==> src/hdl/fbmc_defs.vh <==
`ifndef FBMC_DEFS_VH
`define FBMC_DEFS_VH
// Command codes
`define FBMC_CMD_READ_ARRAY 8'hff
`define FBMC_CMD_READ_ID 8'h90
`define FBMC_CMD_READ_STATUS 8'h70
`define FBMC_CMD_CLEAR_STATUS 8'h50
`define FBMC_CMD_ERASE_SETUP 8'h20
`define FBMC_CMD_CONFIRM 8'hd0
`define FBMC_CMD_WRITE_SETUP 8'h40
`define FBMC_CMD_LOCK_SETUP 8'h60
`define FBMC_CMD_SET_BLOCK_LOCK 8'h01
`define FBMC_CMD_SET_MASTER_LOCK 8'hf1
// Host request opcodes
`define FBMC_OP_READ 3'h0
`define FBMC_OP_CMD 3'h1
`define FBMC_OP_ERASE 3'h2
`define FBMC_OP_BYTE_WRITE 3'h3
`define FBMC_OP_BLOCK_LOCK 3'h4
`define FBMC_OP_MASTER_LOCK 3'h5
`define FBMC_OP_CLEAR_LOCKS 3'h6
`define FBMC_OP_RESET 3'h7
// Memory map
`define FBMC_ADDR_W 20
`define FBMC_BLOCK_MASK 20'hf0000
// Timing, in ns and derived cycles at 100 MHz
`define FBMC_CLK_NS 10
`define FBMC_PD_LOW_NS 100
`define FBMC_PD_LOW_CYC ((`FBMC_PD_LOW_NS + `FBMC_CLK_NS - 1) / `FBMC_CLK_NS)
`define FBMC_WAKE_NS 1000
`define FBMC_WAKE_CYC ((`FBMC_WAKE_NS + `FBMC_CLK_NS - 1) / `FBMC_CLK_NS)
`define FBMC_STROBE_NS 100
`define FBMC_STROBE_CYC ((`FBMC_STROBE_NS + `FBMC_CLK_NS - 1) / `FBMC_CLK_NS)
`define FBMC_CNT_W 8
`endif

==> src/hdl/fbmc_host.v <==
`timescale 1ns/10ps
`default_nettype none
`include "fbmc_defs.vh"
module fbmc_host (
  input wire ref_clk,
  input wire rst,
  input wire req_valid,
  input wire [2:0] req_op,
  input wire [19:0] req_addr,
  input wire [7:0] req_data,
  output reg req_ready,
  output reg rsp_valid,
  output reg [7:0] rsp_data,
  output reg busy,
  output reg [19:0] addr_out,
  output reg chip_select_n,
  output reg output_gate_n,
  output reg write_strobe_n,
  output reg powerdown_reset_n,
  output reg [7:0] data_out,
  output reg data_oe_n,
  input wire [7:0] data_in,
  input wire ready_busy_n
);
  localparam ST_WAKE = 3'h0;
  localparam ST_IDLE = 3'h1;
  localparam ST_RD = 3'h2;
  localparam ST_WR = 3'h3;
  localparam ST_GAP = 3'h4;
  localparam ST_POLL = 3'h5;
  localparam ST_PD = 3'h6;

  reg [2:0] state_q;
  reg [7:0] cnt_q;
  reg second_q;
  reg [2:0] op_q;
  reg [7:0] data2_q;
  reg [2:0] rb_sync_q;
  reg rb_q;
  reg [7:0] din_q;
  reg [7:0] din2_q;
  reg [7:0] din3_q;
  reg [7:0] din_hold_q;

  // Block base of an address, for block-addressed commands
  function [19:0] blk_base;
    input [19:0] a;
    begin
      blk_base = a & `FBMC_BLOCK_MASK;
    end
  endfunction

  // Three-stage sync of the busy pin, change accepted when the last two stages agree
  always @(posedge ref_clk) begin
    if (rst) begin
      rb_sync_q <= 3'h7;
      rb_q <= 1'b1;
    end else begin
      rb_sync_q <= {rb_sync_q[1:0], ready_busy_n};
      if (rb_sync_q[1] == rb_sync_q[2])
        rb_q <= rb_sync_q[2];
    end
  end

  // Data lines through three stages, kept once the last two agree
  always @(posedge ref_clk) begin
    if (rst) begin
      din_q <= 8'h00;
      din2_q <= 8'h00;
      din3_q <= 8'h00;
      din_hold_q <= 8'h00;
    end else begin
      din_q <= data_in;
      din2_q <= din_q;
      din3_q <= din2_q;
      if (din2_q == din3_q)
        din_hold_q <= din3_q;
    end
  end

  // Bus sequencer
  always @(posedge ref_clk) begin
    if (rst) begin
      state_q <= ST_PD;
      cnt_q <= 8'h00;
      second_q <= 1'b0;
      op_q <= 3'h0;
      data2_q <= 8'h00;
      req_ready <= 1'b0;
      rsp_valid <= 1'b0;
      rsp_data <= 8'h00;
      busy <= 1'b1;
      addr_out <= 20'h00000;
      chip_select_n <= 1'b1;
      output_gate_n <= 1'b1;
      write_strobe_n <= 1'b1;
      powerdown_reset_n <= 1'b0;
      data_out <= 8'h00;
      data_oe_n <= 1'b1;
    end else begin
      rsp_valid <= 1'b0;
      case (state_q)
        ST_PD: begin
          // Hold reset low at least the minimum time
          if (cnt_q >= `FBMC_PD_LOW_CYC - 1) begin
            powerdown_reset_n <= 1'b1;
            cnt_q <= 8'h00;
            state_q <= ST_WAKE;
          end else begin
            cnt_q <= cnt_q + 8'h01;
          end
        end
        ST_WAKE: begin
          // No write before the wake interval
          if (cnt_q >= `FBMC_WAKE_CYC - 1) begin
            cnt_q <= 8'h00;
            busy <= 1'b0;
            req_ready <= 1'b1;
            state_q <= ST_IDLE;
          end else begin
            cnt_q <= cnt_q + 8'h01;
          end
        end
        ST_IDLE: begin
          if (req_valid) begin
            req_ready <= 1'b0;
            busy <= 1'b1;
            op_q <= req_op;
            cnt_q <= 8'h00;
            second_q <= 1'b0;
            chip_select_n <= 1'b0;
            case (req_op)
              `FBMC_OP_READ: begin
                addr_out <= req_addr;
                output_gate_n <= 1'b0;
                state_q <= ST_RD;
              end
              `FBMC_OP_CMD: begin
                addr_out <= req_addr;
                data_out <= req_data;
                data_oe_n <= 1'b0;
                write_strobe_n <= 1'b0;
                state_q <= ST_WR;
              end
              `FBMC_OP_ERASE: begin
                addr_out <= blk_base(req_addr);
                data_out <= `FBMC_CMD_ERASE_SETUP;
                data2_q <= `FBMC_CMD_CONFIRM;
                data_oe_n <= 1'b0;
                write_strobe_n <= 1'b0;
                state_q <= ST_WR;
              end
              `FBMC_OP_BYTE_WRITE: begin
                addr_out <= req_addr;
                data_out <= `FBMC_CMD_WRITE_SETUP;
                data2_q <= req_data;
                data_oe_n <= 1'b0;
                write_strobe_n <= 1'b0;
                state_q <= ST_WR;
              end
              `FBMC_OP_BLOCK_LOCK: begin
                addr_out <= blk_base(req_addr);
                data_out <= `FBMC_CMD_LOCK_SETUP;
                data2_q <= `FBMC_CMD_SET_BLOCK_LOCK;
                data_oe_n <= 1'b0;
                write_strobe_n <= 1'b0;
                state_q <= ST_WR;
              end
              `FBMC_OP_MASTER_LOCK: begin
                addr_out <= req_addr;
                data_out <= `FBMC_CMD_LOCK_SETUP;
                data2_q <= `FBMC_CMD_SET_MASTER_LOCK;
                data_oe_n <= 1'b0;
                write_strobe_n <= 1'b0;
                state_q <= ST_WR;
              end
              `FBMC_OP_CLEAR_LOCKS: begin
                addr_out <= req_addr;
                data_out <= `FBMC_CMD_LOCK_SETUP;
                data2_q <= `FBMC_CMD_CONFIRM;
                data_oe_n <= 1'b0;
                write_strobe_n <= 1'b0;
                state_q <= ST_WR;
              end
              default: begin
                // Device reset through power-down
                chip_select_n <= 1'b1;
                powerdown_reset_n <= 1'b0;
                state_q <= ST_PD;
              end
            endcase
          end
        end
        ST_RD: begin
          // Wait access time, then sample data
          if (cnt_q >= `FBMC_STROBE_CYC + 1) begin
            rsp_data <= din_hold_q;
            rsp_valid <= 1'b1;
            output_gate_n <= 1'b1;
            chip_select_n <= 1'b1;
            busy <= 1'b0;
            req_ready <= 1'b1;
            state_q <= ST_IDLE;
          end else begin
            cnt_q <= cnt_q + 8'h01;
          end
        end
        ST_WR: begin
          // Strobe rises first; data held one more cycle
          if (cnt_q >= `FBMC_STROBE_CYC - 1) begin
            write_strobe_n <= 1'b1;
            cnt_q <= 8'h00;
            state_q <= ST_GAP;
          end else begin
            cnt_q <= cnt_q + 8'h01;
          end
        end
        ST_GAP: begin
          chip_select_n <= 1'b1;
          data_oe_n <= 1'b1;
          if (op_q != `FBMC_OP_CMD && !second_q) begin
            // Second cycle of the two-cycle sequence
            second_q <= 1'b1;
            chip_select_n <= 1'b0;
            data_out <= data2_q;
            data_oe_n <= 1'b0;
            write_strobe_n <= 1'b0;
            state_q <= ST_WR;
          end else if (op_q != `FBMC_OP_CMD) begin
            cnt_q <= 8'h00;
            state_q <= ST_POLL;
          end else begin
            busy <= 1'b0;
            req_ready <= 1'b1;
            state_q <= ST_IDLE;
          end
        end
        ST_POLL: begin
          // Allow busy to assert, then wait for ready
          if (cnt_q < `FBMC_STROBE_CYC) begin
            cnt_q <= cnt_q + 8'h01;
          end else if (rb_q) begin
            addr_out <= 20'h00000;
            data_out <= `FBMC_CMD_READ_ARRAY;
            op_q <= `FBMC_OP_CMD;
            second_q <= 1'b1;
            chip_select_n <= 1'b0;
            data_oe_n <= 1'b0;
            write_strobe_n <= 1'b0;
            cnt_q <= 8'h00;
            state_q <= ST_WR;
          end
        end
        default: begin
          state_q <= ST_PD;
        end
      endcase
    end
  end
endmodule // fbmc_host
`default_nettype wire

==> config.mk <==
export PLATFORM = sky130hd
export DESIGN_NAME = fbmc_host
export DESIGN_NICKNAME = d
export VERILOG_FILES = /design/src/hdl/fbmc_host.v
export VERILOG_INCLUDE_DIRS = /design/src /design/src/hdl
export SDC_FILE = /design/constraint.sdc
export NUM_CORES = 1
export LEC_CHECK = 0
export BUFFER_PORTS_ARGS = -buffer_cell sky130_fd_sc_hd__buf_2
export CORE_ASPECT_RATIO = 0.6
export CORE_UTILIZATION = 55
export DETAILED_ROUTE_END_ITERATION = 16
export PLACE_DENSITY = 0.76
export SETUP_SLACK_MARGIN = 0.5
export SYNTH_ARGS = -nofsm -noshare
export SYNTH_HDL_FRONTEND = slang
export SYNTH_SLANG_ARGS = --single-unit
==> constraint.sdc <==
create_clock -name ref_clk -period 2.5 [get_ports ref_clk]
set_clock_uncertainty 0.05 [all_clocks]
set_input_delay 0.125 -clock ref_clk [delete_from_list [all_inputs] [get_ports ref_clk]]
set_output_delay 0.125 -clock ref_clk [all_outputs]
set_load 0.1 [all_outputs]
==> results of run 1 <==
## through the flow
stage	hold slack [ps]	setup slack [ps]	cells
final	15.3	361	764
after global routing	7.78	285	764
after floorplan	179	509	516
after CTS	1.46	449	752
after global placement	260	239	693
after detailed placement	262	137	693
## power groups by stage
stage | registers, mW | clock network [mW] | logic, mW
2_1_floorplan | 2.37 | 0 | 0.963
3_3_place_gp | 1.98 | 0 | 1.71
3_5_place_dp | 1.98 | 0 | 1.72
4_1_cts | 1.94 | 1.49 | 2.00
5_1_grt | 1.97 | 1.55 | 2.34
6_report | 1.96 | 1.47 | 2.23
## per-layer routing
metal  up-vias  global-route usage  routed length, microns
met3        36               0.126                    1680
met4         0               0.100                     291
met2       268               0.455                    5610
met5         -                   0                       0
li1       2121                   -                       -
met1      2072               0.424                    5800
## critical path: cells and delay by family (launching register included)
kind                   cells  cell delay, ps
and+or+nand+nor            2             560
AOI/OAI and AO/OA          3             830
DFF                        1             390
buffers and inverters      1             190
## state kept, by name (all words and copies together), names as in the netlist, 3 cells and up
| name | flops |
|---|---|
| din3_q | 8 |
| data_out | 8 |
| din_q | 8 |
| rb_sync_q | 3 |
| cnt_q | 8 |
| rsp_data | 8 |
| op_q | 3 |
| data2_q | 8 |
| state_q | 3 |
| addr_out | 20 |
| din2_q | 8 |
| din_hold_q | 8 |
## what timing repair did
action / in CTS / in global routing
hold endpoints to repair: 28 / 0
hold buffers: 28 / 0
buffers inserted: 14 / 12
resized for setup: 23 / 32
cloned: 1 / 0
endpoints found under the setup margin: 59 / 31
pin swaps: 18 / 22
## final cells by class
| cell class | instances | area (sq um) |
|---|---|---|
| multi-input combinational | 369 | 2460 |
| timing repair buffer | 159 | 1060 |
| sequential | 103 | 2090 |
| inverter | 9 | 36.3 |
| clock inverter | 3 | 47.5 |
| tap | 108 | 135 |
| clock buffer | 13 | 270 |
| fill | 581 | 1840 |
## placed cells by master, fill, tap and decap left out, drive strengths merged, types with 3 or more instances in the layout
cell	count
xnor2	10
and3	3
nor2	47
a2111o	4
dlygate4sd3	28
or3	7
and2	4
o211ai	7
dfxtp	103
nand2	38
nand3	26
nand4	4
a2111oi	6
or2	6
nand2b	7
o21a	3
a211o	4
nor3	8
a21oi	47
nor2b	30
a311oi	7
a31oi	4
buf	131
o21bai	9
o21ai	24
a211oi	6
o22ai	5
mux2i	18
ha	3
inv	10
nor3b	5
clkbuf	13
## cells by family (layout without fill, tap and decap cells)
logic type	count (synthesis)	in the layout	synth area share
mux	19	19	0.0422
buf+inv	45	184	0.0427
fa+ha+maj	3	3	0.00827
xor+xnor	11	11	0.0212
simple gates	196	196	0.225
compound gates	139	140	0.206
flops	103	103	0.454
## path summary, 6_finish.rpt
check	slack, ps	cells after the start	to	start
setup / recovery	360	6	write_strobe_n$_SDFFE_PP1P_	state_q[2]$_SDFFE_PP1P_
setup reg to reg	360	6	write_strobe_n$_SDFFE_PP1P_	state_q[2]$_SDFFE_PP1P_
hold reg to reg	360	1	rb_sync_q[1]$_SDFF_PP1_	rb_sync_q[0]$_SDFF_PP1_
hold / removal	20	3	addr_out[9]$_SDFFE_PP0P_	req_addr[9]
==> metrics, run 1 <==
die width 119 microns; Clock Latency Late Sink 350 ps; CP cell instances buf_4, and3b_2, a32oi_2, o211ai_1, or2_4, a2111o_1; area delta synth->final 34.4%; Syn Area/Cell 8.80 sq um; post-route cell area 6100 sq um; Final nets 697; Cell Int Power 3.46 mW; Gate power share 0.394; LEAKAGE 2.43 nW; n_diodes 0; Final Wtd Congestion 0.917; first-pass GRT wire length 20900 microns; fin util 0.768; Min-Delay Path Class primary input to register; die area 8630 sq um; status completed; Seq pwr share 0.346; Remaining DRCs 0; switching fraction of total power 0.389; worst slew pin tran 738 ps; Hold Fails Final Rpt 0; Synth Flop Type dfxtp_1; setup TNS 0 ps; Slew headroom 0.506; final wirelength 13400 microns; vias in the first global route 4172; RSZ-0062 raised after global routing true; port bufs 86; GRT overflow 0; initial antenna violation count 0; io pins 87; Clock Tree Root clkbuf_16; synth warn 0; sequential-to-total area share from yosys stat 0.454; period utilisation layout 0.855; Max IR drop VDD 0.000512 V; Inserted Clock Buffers 9; CP Launch Type register; mapped cell area 4540 sq um; ranking of synthesized cells by area dfxtp_1 (45%), a21oi_1 (5.2%), nor2b_1 (4.1%); CTS tree built; Starting Density 0.571; Vias/cell 5.89; slowest stage cell on the critical path dfxtp_4; core area 7950 sq um; maximum capacitance violations 0; Psw 2.20 mW; Die Y 72.4 microns; Syn Nets 562; placed cell areas 5100 sq um; Worst Path Arrival 2320 ps; fraction of layout cells with a size suffix above 1 0.297; Peak Freq 0.468 GHz; Cells after Synth 516; crit-path max FO 14; post-DP HPWL 8580 microns; Worst-path clk slew 70 ps; Worst Setup End Kind register; Setup violations, final 0; Synth top area share 0.454; post-route ant nets 0; Tot Pwr 5.66 mW; CTS sink count 103; WL per Instance 17.5 microns; power per cell area 927 nW/um^2; CTS H-tree lvls 3; total track usage 0.313; number of synthesized flops with an enable pin 0; drt first pass iters 6; CP peak stage delay 390 ps; cell row count 25; most numerous cell in the Yosys netlist dfxtp_1; number of synthesized register bits 103; fraction of registers with async set/reset 0; biggest area consumer among synthesized cells dfxtp_1; Clock Path Buffers 2; Vias 4497; largest net degree at the start of global routing 38; Slew Limit Fails 0; critical path class register to register; Distinct cells, synth 60; iteration-0 DRC count of the detailed router 416; post-route minimum period 2140 ps; required arrival time at the worst endpoint 2680 ps; Clk network pwr share 0.261; Synth top cells by count dfxtp_1 (103), a21oi_1 (47), nor2_1 (47)
Note: power is estimated with default switching activity, not from simulation.
==> run 2, diff against run 1 <==
--- a/config.mk
+++ b/config.mk
@@ -6,7 +6,8 @@
 export SDC_FILE = /design/constraint.sdc
 export NUM_CORES = 1
 export LEC_CHECK = 0
-export BUFFER_PORTS_ARGS = -buffer_cell sky130_fd_sc_hd__buf_2
+export ABC_CLOCK_PERIOD_IN_PS = 2500
+export BUFFER_PORTS_ARGS = -buffer_cell sky130_fd_sc_hd__clkbuf_2
 export CORE_ASPECT_RATIO = 0.6
 export CORE_UTILIZATION = 55
 export DETAILED_ROUTE_END_ITERATION = 16
==> metrics, run 2 (synthesis gave the netlist of run 1 again) <==
core area 7950 sq um (unchanged); Final nets 709 (+1.7%); Fillers 523 (-10%); total track usage 0.297 (-0.0154); n_diodes 0 (unchanged); die area 8630 sq um (unchanged); Clock Tree Root clkbuf_16; Vias/cell 5.90 (+0.25%); Hold Fails Final Rpt 0 (unchanged); Min-Delay Path Class primary input to register; power per cell area 933 nW/um^2 (+0.61%); WL per Instance 17.5 microns (-0.11%); LEAKAGE 2.50 nW (+2.7%); io pins 87 (unchanged); CTS H-tree lvls 3 (unchanged); status completed; CTS sink count 103 (unchanged); Clock Latency Late Sink 350 ps (about the same); Slew Limit Fails 0 (unchanged); fraction of layout cells with a size suffix above 1 0.318 (+0.0206); commonest cells after routing, fill and taps aside dfxtp_1 (94), clkbuf_2 (86), nor2_1 (45), buf_4 (45), a21oi_1 (44); vias in the first global route 4018 (-3.7%); slowest stage cell on the critical path dfxtp_4; CP Launch Type register; Top Family by Delay on Critical Path compound AO/OA/AOI/OAI gates; post-DP HPWL 8490 microns (-1.0%); Die Y 72.4 microns (unchanged); CP peak stage delay 390 ps (about the same); Setup violations, final 0 (unchanged); post-route minimum period 2110 ps (-31.2 ps); top register by number of flip-flops addr_out; iteration-0 DRC count of the detailed router 466 (+12%); Inserted Clock Buffers 9 (unchanged); maximum capacitance violations 0 (unchanged); area occupied by registers 2090 sq um (-0.24%); Slew headroom 0.510 (+0.00345); max reg flops 20 (unchanged); CP cell instances inv_2, ha_4, or3b_4, a211o_1, o211ai_1, buf_4, or2_4, a2111o_1; GRT overflow 0 (unchanged); CTS tree built; Vias 4573 (+1.7%); crit-path max FO 5 (-9); period utilisation layout 0.843 (-0.0125); fin util 0.789 (+0.0208); Clock Path Buffers 2 (unchanged); multi-input logic area 2490 sq um (+1.2%); leading cell type in the layout, fill and taps excluded dfxtp_1; die width 119 microns (unchanged); largest net degree at the start of global routing 31 (-18%); RSZ-0062 raised after global routing true; required arrival time at the worst endpoint 2680 ps (about the same); Worst-path clk slew 70 ps (about the same); drt first pass iters 6 (unchanged); setup TNS 0 ps (unchanged); Peak Freq 0.474 GHz (+1.5%); Max IR drop VDD 0.000423 V (-18%); Worst Path Arrival 2290 ps (-30 ps); final wirelength 13600 microns (+1.3%); area delta synth->final 38.0%; Buf/Inv on CP 2 (+1); Remaining DRCs 0 (unchanged); Starting Density 0.571 (unchanged); port bufs 86 (unchanged); cell row count 25 (unchanged); Worst Setup End Kind register; critical path class register to register; Final Wtd Congestion 0.958 (+4.5%); worst slew pin tran 733 ps (-4.80 ps); initial antenna violation count 0 (unchanged); first-pass GRT wire length 20000 microns (-4.3%); post-route ant nets 0 (unchanged)
## run 2: cell count changes in the layout (fill, tap and decap cells not counted), moves of 2 or more
| cell | change |
|---|---|
| a2111oi_0 | -2 |
| a211oi_2 | -2 |
| a21oi_4 | -2 |
| a311oi_1 | -2 |
| a311oi_2 | +2 |
| buf_12 | +2 |
| buf_2 | -87 |
| buf_4 | +4 |
| buf_6 | +7 |
| clkbuf_2 | +86 |
| dfxtp_1 | +2 |
| o21ai_2 | +2 |
## run 2: timing repair
item                                    CTS  global route
pin swaps                                21            15
buffers inserted                         18            12
endpoints found under the setup margin   41            39
hold buffers                             29             0
gates resized for setup                  36            37
endpoints found under the hold margin    29             0
## run 2: per-layer routing
layer / share of wire / GRT usage
met3: 0.11 / 0.0975
met5: 0 / 0
met2: 0.43 / 0.437
met1: 0.45 / 0.417
met4: 0.017 / 0.0847
## run 2: layout make-up
class | instances | area share
sequential | 103 | 0.333
inverter | 9 | 0.00579
tap | 108 | 0.0216
timing repair buffer | 172 | 0.193
clock inverter | 4 | 0.00838
multi-input combinational | 368 | 0.397
clock buffer | 11 | 0.0403
## run 2: final timing paths
check,cells past startpoint,slack (ps),to,start
worst max register to register,8,390,write_strobe_n$_SDFFE_PP1P_,cnt_q[0]$_SDFFE_PP0P_
worst min-delay path,3,50,data_out[3]$_SDFFE_PP0P_,req_data[3]
worst min register to register,1,360,rb_sync_q[1]$_SDFF_PP1_,rb_sync_q[0]$_SDFF_PP1_
worst max-delay path,8,390,write_strobe_n$_SDFFE_PP1P_,cnt_q[0]$_SDFFE_PP0P_
## run 2: power by group
part           internal, mW  leakage [nW]  switching [mW]  total, mW
clock network         0.831         0.152           0.609       1.44
registers              1.79         0.842           0.152       1.94
logic                 0.973          1.50            1.49       2.46
total                  3.60          2.50            2.25       5.85
## run 2: worst min-delay path: cells and delay by family
kind | cells | cell delay, ps
compound gates | 2 | 170
buf+inv | 1 | 100
## run 2: per-stage QoR
stage                     total power, mW  std cells  cell area (sq um)  hold slack, ps  worst slack (ps)
after global routing                 6.06        775               6270            50.0               331
after CTS                            5.59        763               6030            21.0               388
after floorplan                      3.33        516               4550             179               509
final                                5.85        775               6270            46.9               393
after global placement               3.74        701               5170             264               298
after detailed placement             3.77        701               5170             267               255
==> run 3, diff against run 2 <==
--- a/config.mk
+++ b/config.mk
@@ -6,7 +6,7 @@
 export SDC_FILE = /design/constraint.sdc
 export NUM_CORES = 1
 export LEC_CHECK = 0
-export ABC_CLOCK_PERIOD_IN_PS = 2500
+export ABC_CLOCK_PERIOD_IN_PS = 2000
 export BUFFER_PORTS_ARGS = -buffer_cell sky130_fd_sc_hd__clkbuf_2
 export CORE_ASPECT_RATIO = 0.6
 export CORE_UTILIZATION = 55
==> constraint.sdc (replaced) <==
create_clock -name ref_clk -period 2 [get_ports ref_clk]
set_clock_uncertainty 0.05 [all_clocks]
set_input_delay 0.1 -clock ref_clk [delete_from_list [all_inputs] [get_ports ref_clk]]
set_output_delay 0.1 -clock ref_clk [all_outputs]
set_load 0.1 [all_outputs]
==> metrics, run 3 (synthesis gave the netlist of run 1 again) <==
status finished, violations left; failing checks setup timing; drt first pass iters 6 (unchanged); Worst Setup Slack, final -273 ps (-665 ps); Clock Path Buffers 2 (unchanged); area delta synth->final 64.0%; Seq pwr share 0.295 (-0.038); met3 Use GR 0.119 (+0.0212); GRT overflow 0 (unchanged); Buf/Inv on CP 4 (+2); LEAKAGE 2.87 nW (+15%); WL per Instance 26.3 microns (+50%); multi-input logic area 3190 sq um (+28%); Psw 3.51 mW (+56%); die area 8630 sq um (unchanged); Starting Density 0.571 (unchanged); initial antenna violation count 2 (+2); period utilisation layout 1.14 (+0.293); iteration-0 DRC count of the detailed router 783 (+68%); vias in the first global route 4830 (+20%); critical path class register to register; met2 GRT Util 0.603 (+0.166); area occupied by registers 2090 sq um (-0.12%); Clk network pwr share 0.219 (-0.027); Remaining DRCs 0 (unchanged); CTS tree built; power per cell area 1120 nW/um^2 (+20%); met1 Use GR 0.468 (+0.0504); total track usage 0.377 (+0.0798); Slew headroom 0.508 (-0.00145); maximum capacitance violations 0 (unchanged); Tot Pwr 8.34 mW (+43%); CP Launch Type register; RSZ-0062 raised after global routing true; slowest stage cell on the critical path a2111oi_4; die width 119 microns (unchanged); Inserted Clock Buffers 9 (unchanged); Clock Tree Root clkbuf_16; Fillers 239 (-54%); final wirelength 21700 microns (+60%); max reg flops 20 (unchanged); Min-Delay Path Class primary input to register; CP cell instances buf_6, buf_6, buf_6, buf_6, nand4bb_4, nor2_1, nor2_1, a2111oi_4; Worst Path Arrival 2460 ps (+170 ps); reg2reg path depth 8 (unchanged); Final nets 756 (+6.6%); Slew Limit Fails 0 (unchanged); Peak Freq 0.440 GHz (-7.3%); post-route minimum period 2270 ps (+165 ps); Setup violations, final 46 (+46); Setup Slack @ Placement -142 ps (-397 ps); hold path endpoint data2_q[7]$_SDFFE_PP0P_; cell row count 25 (unchanged); largest net degree at the start of global routing 69 (+120%); Hold Fails Final Rpt 0 (unchanged); Top Usage Layer GRT met2; Die Y 72.4 microns (unchanged); Cell Int Power 4.83 mW (+34%); post-DP HPWL 8910 microns (+4.9%); Most common cell on crit path buf_6; port bufs 86 (unchanged); reg-to-reg slack, setup -270 ps (-670 ps); Hold Slack 33.7 ps (-13.2 ps); Worst Setup End Kind register; Crit Reg-Reg Endpoint data2_q[4]$_SDFFE_PP0P_; post-route ant nets 0 (unchanged); CTS sink count 103 (unchanged); io pins 87 (unchanged); CP peak stage delay 410 ps (+20 ps); fraction of layout cells with a size suffix above 1 0.490 (+0.172); worst slew pin tran 735 ps (+1.82 ps); Max IR drop VDD 0.000689 V (+63%); Vias 5623 (+23%); required arrival time at the worst endpoint 2190 ps (-490 ps); switching fraction of total power 0.421 (+0.0356); Gate power share 0.485 (+0.064); Vias/cell 6.82 (+16%); first-pass GRT wire length 24800 microns (+24%); setup TNS -5340 ps (-5340 ps); commonest cells after routing, fill and taps aside dfxtp_1 (92), clkbuf_2 (86), buf_4 (64); Clock Latency Late Sink 360 ps (about the same); post-route cell area 7450 sq um (+19%); Final Wtd Congestion 0.893 (-6.8%); core area 7950 sq um (unchanged); Top Family by Delay on Critical Path simple AND/OR/NAND/NOR gates; Worst-path clk slew 70 ps (about the same); cell count of the worst hold path 3 (unchanged); top register by number of flip-flops addr_out; leading cell type in the layout, fill and taps excluded dfxtp_1; worst r2r src state_q[2]$_SDFFE_PP1P_; CTS H-tree lvls 3 (unchanged); placed cell areas 5460 sq um (+5.6%); Hold Crit Start req_data[7]; crit-path max FO 7 (+2)
==> run 3: cell types whose count changed in the layout (fill, tap and decap cells not counted), moves of 7 or more <==
cell / before / now
nor2_4: 0 / 8
o21ai_1: 1 / 8
a21oi_1: 44 / 16
buf_6: 10 / 25
nor2_1: 45 / 38
a21oi_2: 3 / 25
buf_4: 45 / 64
nand2_1: 37 / 16
o21ai_0: 20 / 9
nand2_4: 1 / 20
==> run 3: power groups by stage <==
stage	combinational (mW)	sequential [mW]	clock [mW]
after global placement	2.60	2.42	0
after global routing	4.12	2.46	1.90
final	4.05	2.46	1.83
after CTS	3.32	2.40	1.79
after floorplan	1.29	2.97	0
after detailed placement	2.63	2.43	0
==> run 3: per-stage QoR <==
stage          utilization  std cells
4_1_cts              0.870        811
3_3_place_gp         0.688        734
6_report             0.937        824
5_1_grt              0.937        823
2_1_floorplan            -        516
3_5_place_dp         0.688        734
==> run 3: worst max path at each step <==
| stage | start | to | depth (start not counted) | slack, ps |
|---|---|---|---|---|
| finish | state_q[2]$_SDFFE_PP1P_ | data2_q[4]$_SDFFE_PP0P_ | 8 | -270 |
| CTS | op_q[0]$_SDFFE_PP0P_ | cnt_q[7]$_SDFFE_PP0P_ | 7 | -50 |
| floorplan | cnt_q[7]$_SDFFE_PP0P_ | cnt_q[5]$_SDFFE_PP0P_ | 6 | 70 |
| global route | state_q[2]$_SDFFE_PP1P_ | data2_q[4]$_SDFFE_PP0P_ | 8 | -270 |
| detailed placement | state_q[2]$_SDFFE_PP1P_ | cnt_q[0]$_SDFFE_PP0P_ | 6 | -140 |
| global placement | state_q[2]$_SDFFE_PP1P_ | cnt_q[3]$_SDFFE_PP0P_ | 6 | -50 |
==> run 3: metal layers <==
| metal | wire [microns] | vias up |
|---|---|---|
| met4 | 1800 | 0 |
| li1 | - | 2249 |
| met3 | 3110 | 213 |
| met2 | 9030 | 552 |
| met5 | 0 | - |
| met1 | 7730 | 2609 |
==> run 3: cell type report <==
| cell class | instances | share of cell area |
|---|---|---|
| Multi-Input combinational cell | 371 | 0.429 |
| Sequential cell | 103 | 0.280 |
| Timing Repair Buffer | 216 | 0.228 |
| Clock buffer | 11 | 0.0312 |
| Tap cell | 108 | 0.0181 |
| Clock inverter | 5 | 0.00874 |
| Inverter | 9 | 0.00487 |
| Antenna cell | 1 | 0.000336 |
==> run 3: repair_timing <==
| item | in CTS | in global routing |
|---|---|---|
| resized for setup | 167 | 82 |
| setup endpoints to repair | 75 | 74 |
| hold buffers | 30 | 0 |
| cloned | 5 | 1 |
| setup buffers | 26 | 11 |
| hold endpoints to repair | 31 | 0 |
| pin swaps | 61 | 39 |
==> run 3: tightest hold or removal path: stages <==
cell and delay [ps]:
clkbuf_2 130, nor2_4 110, a2111oi_1 50
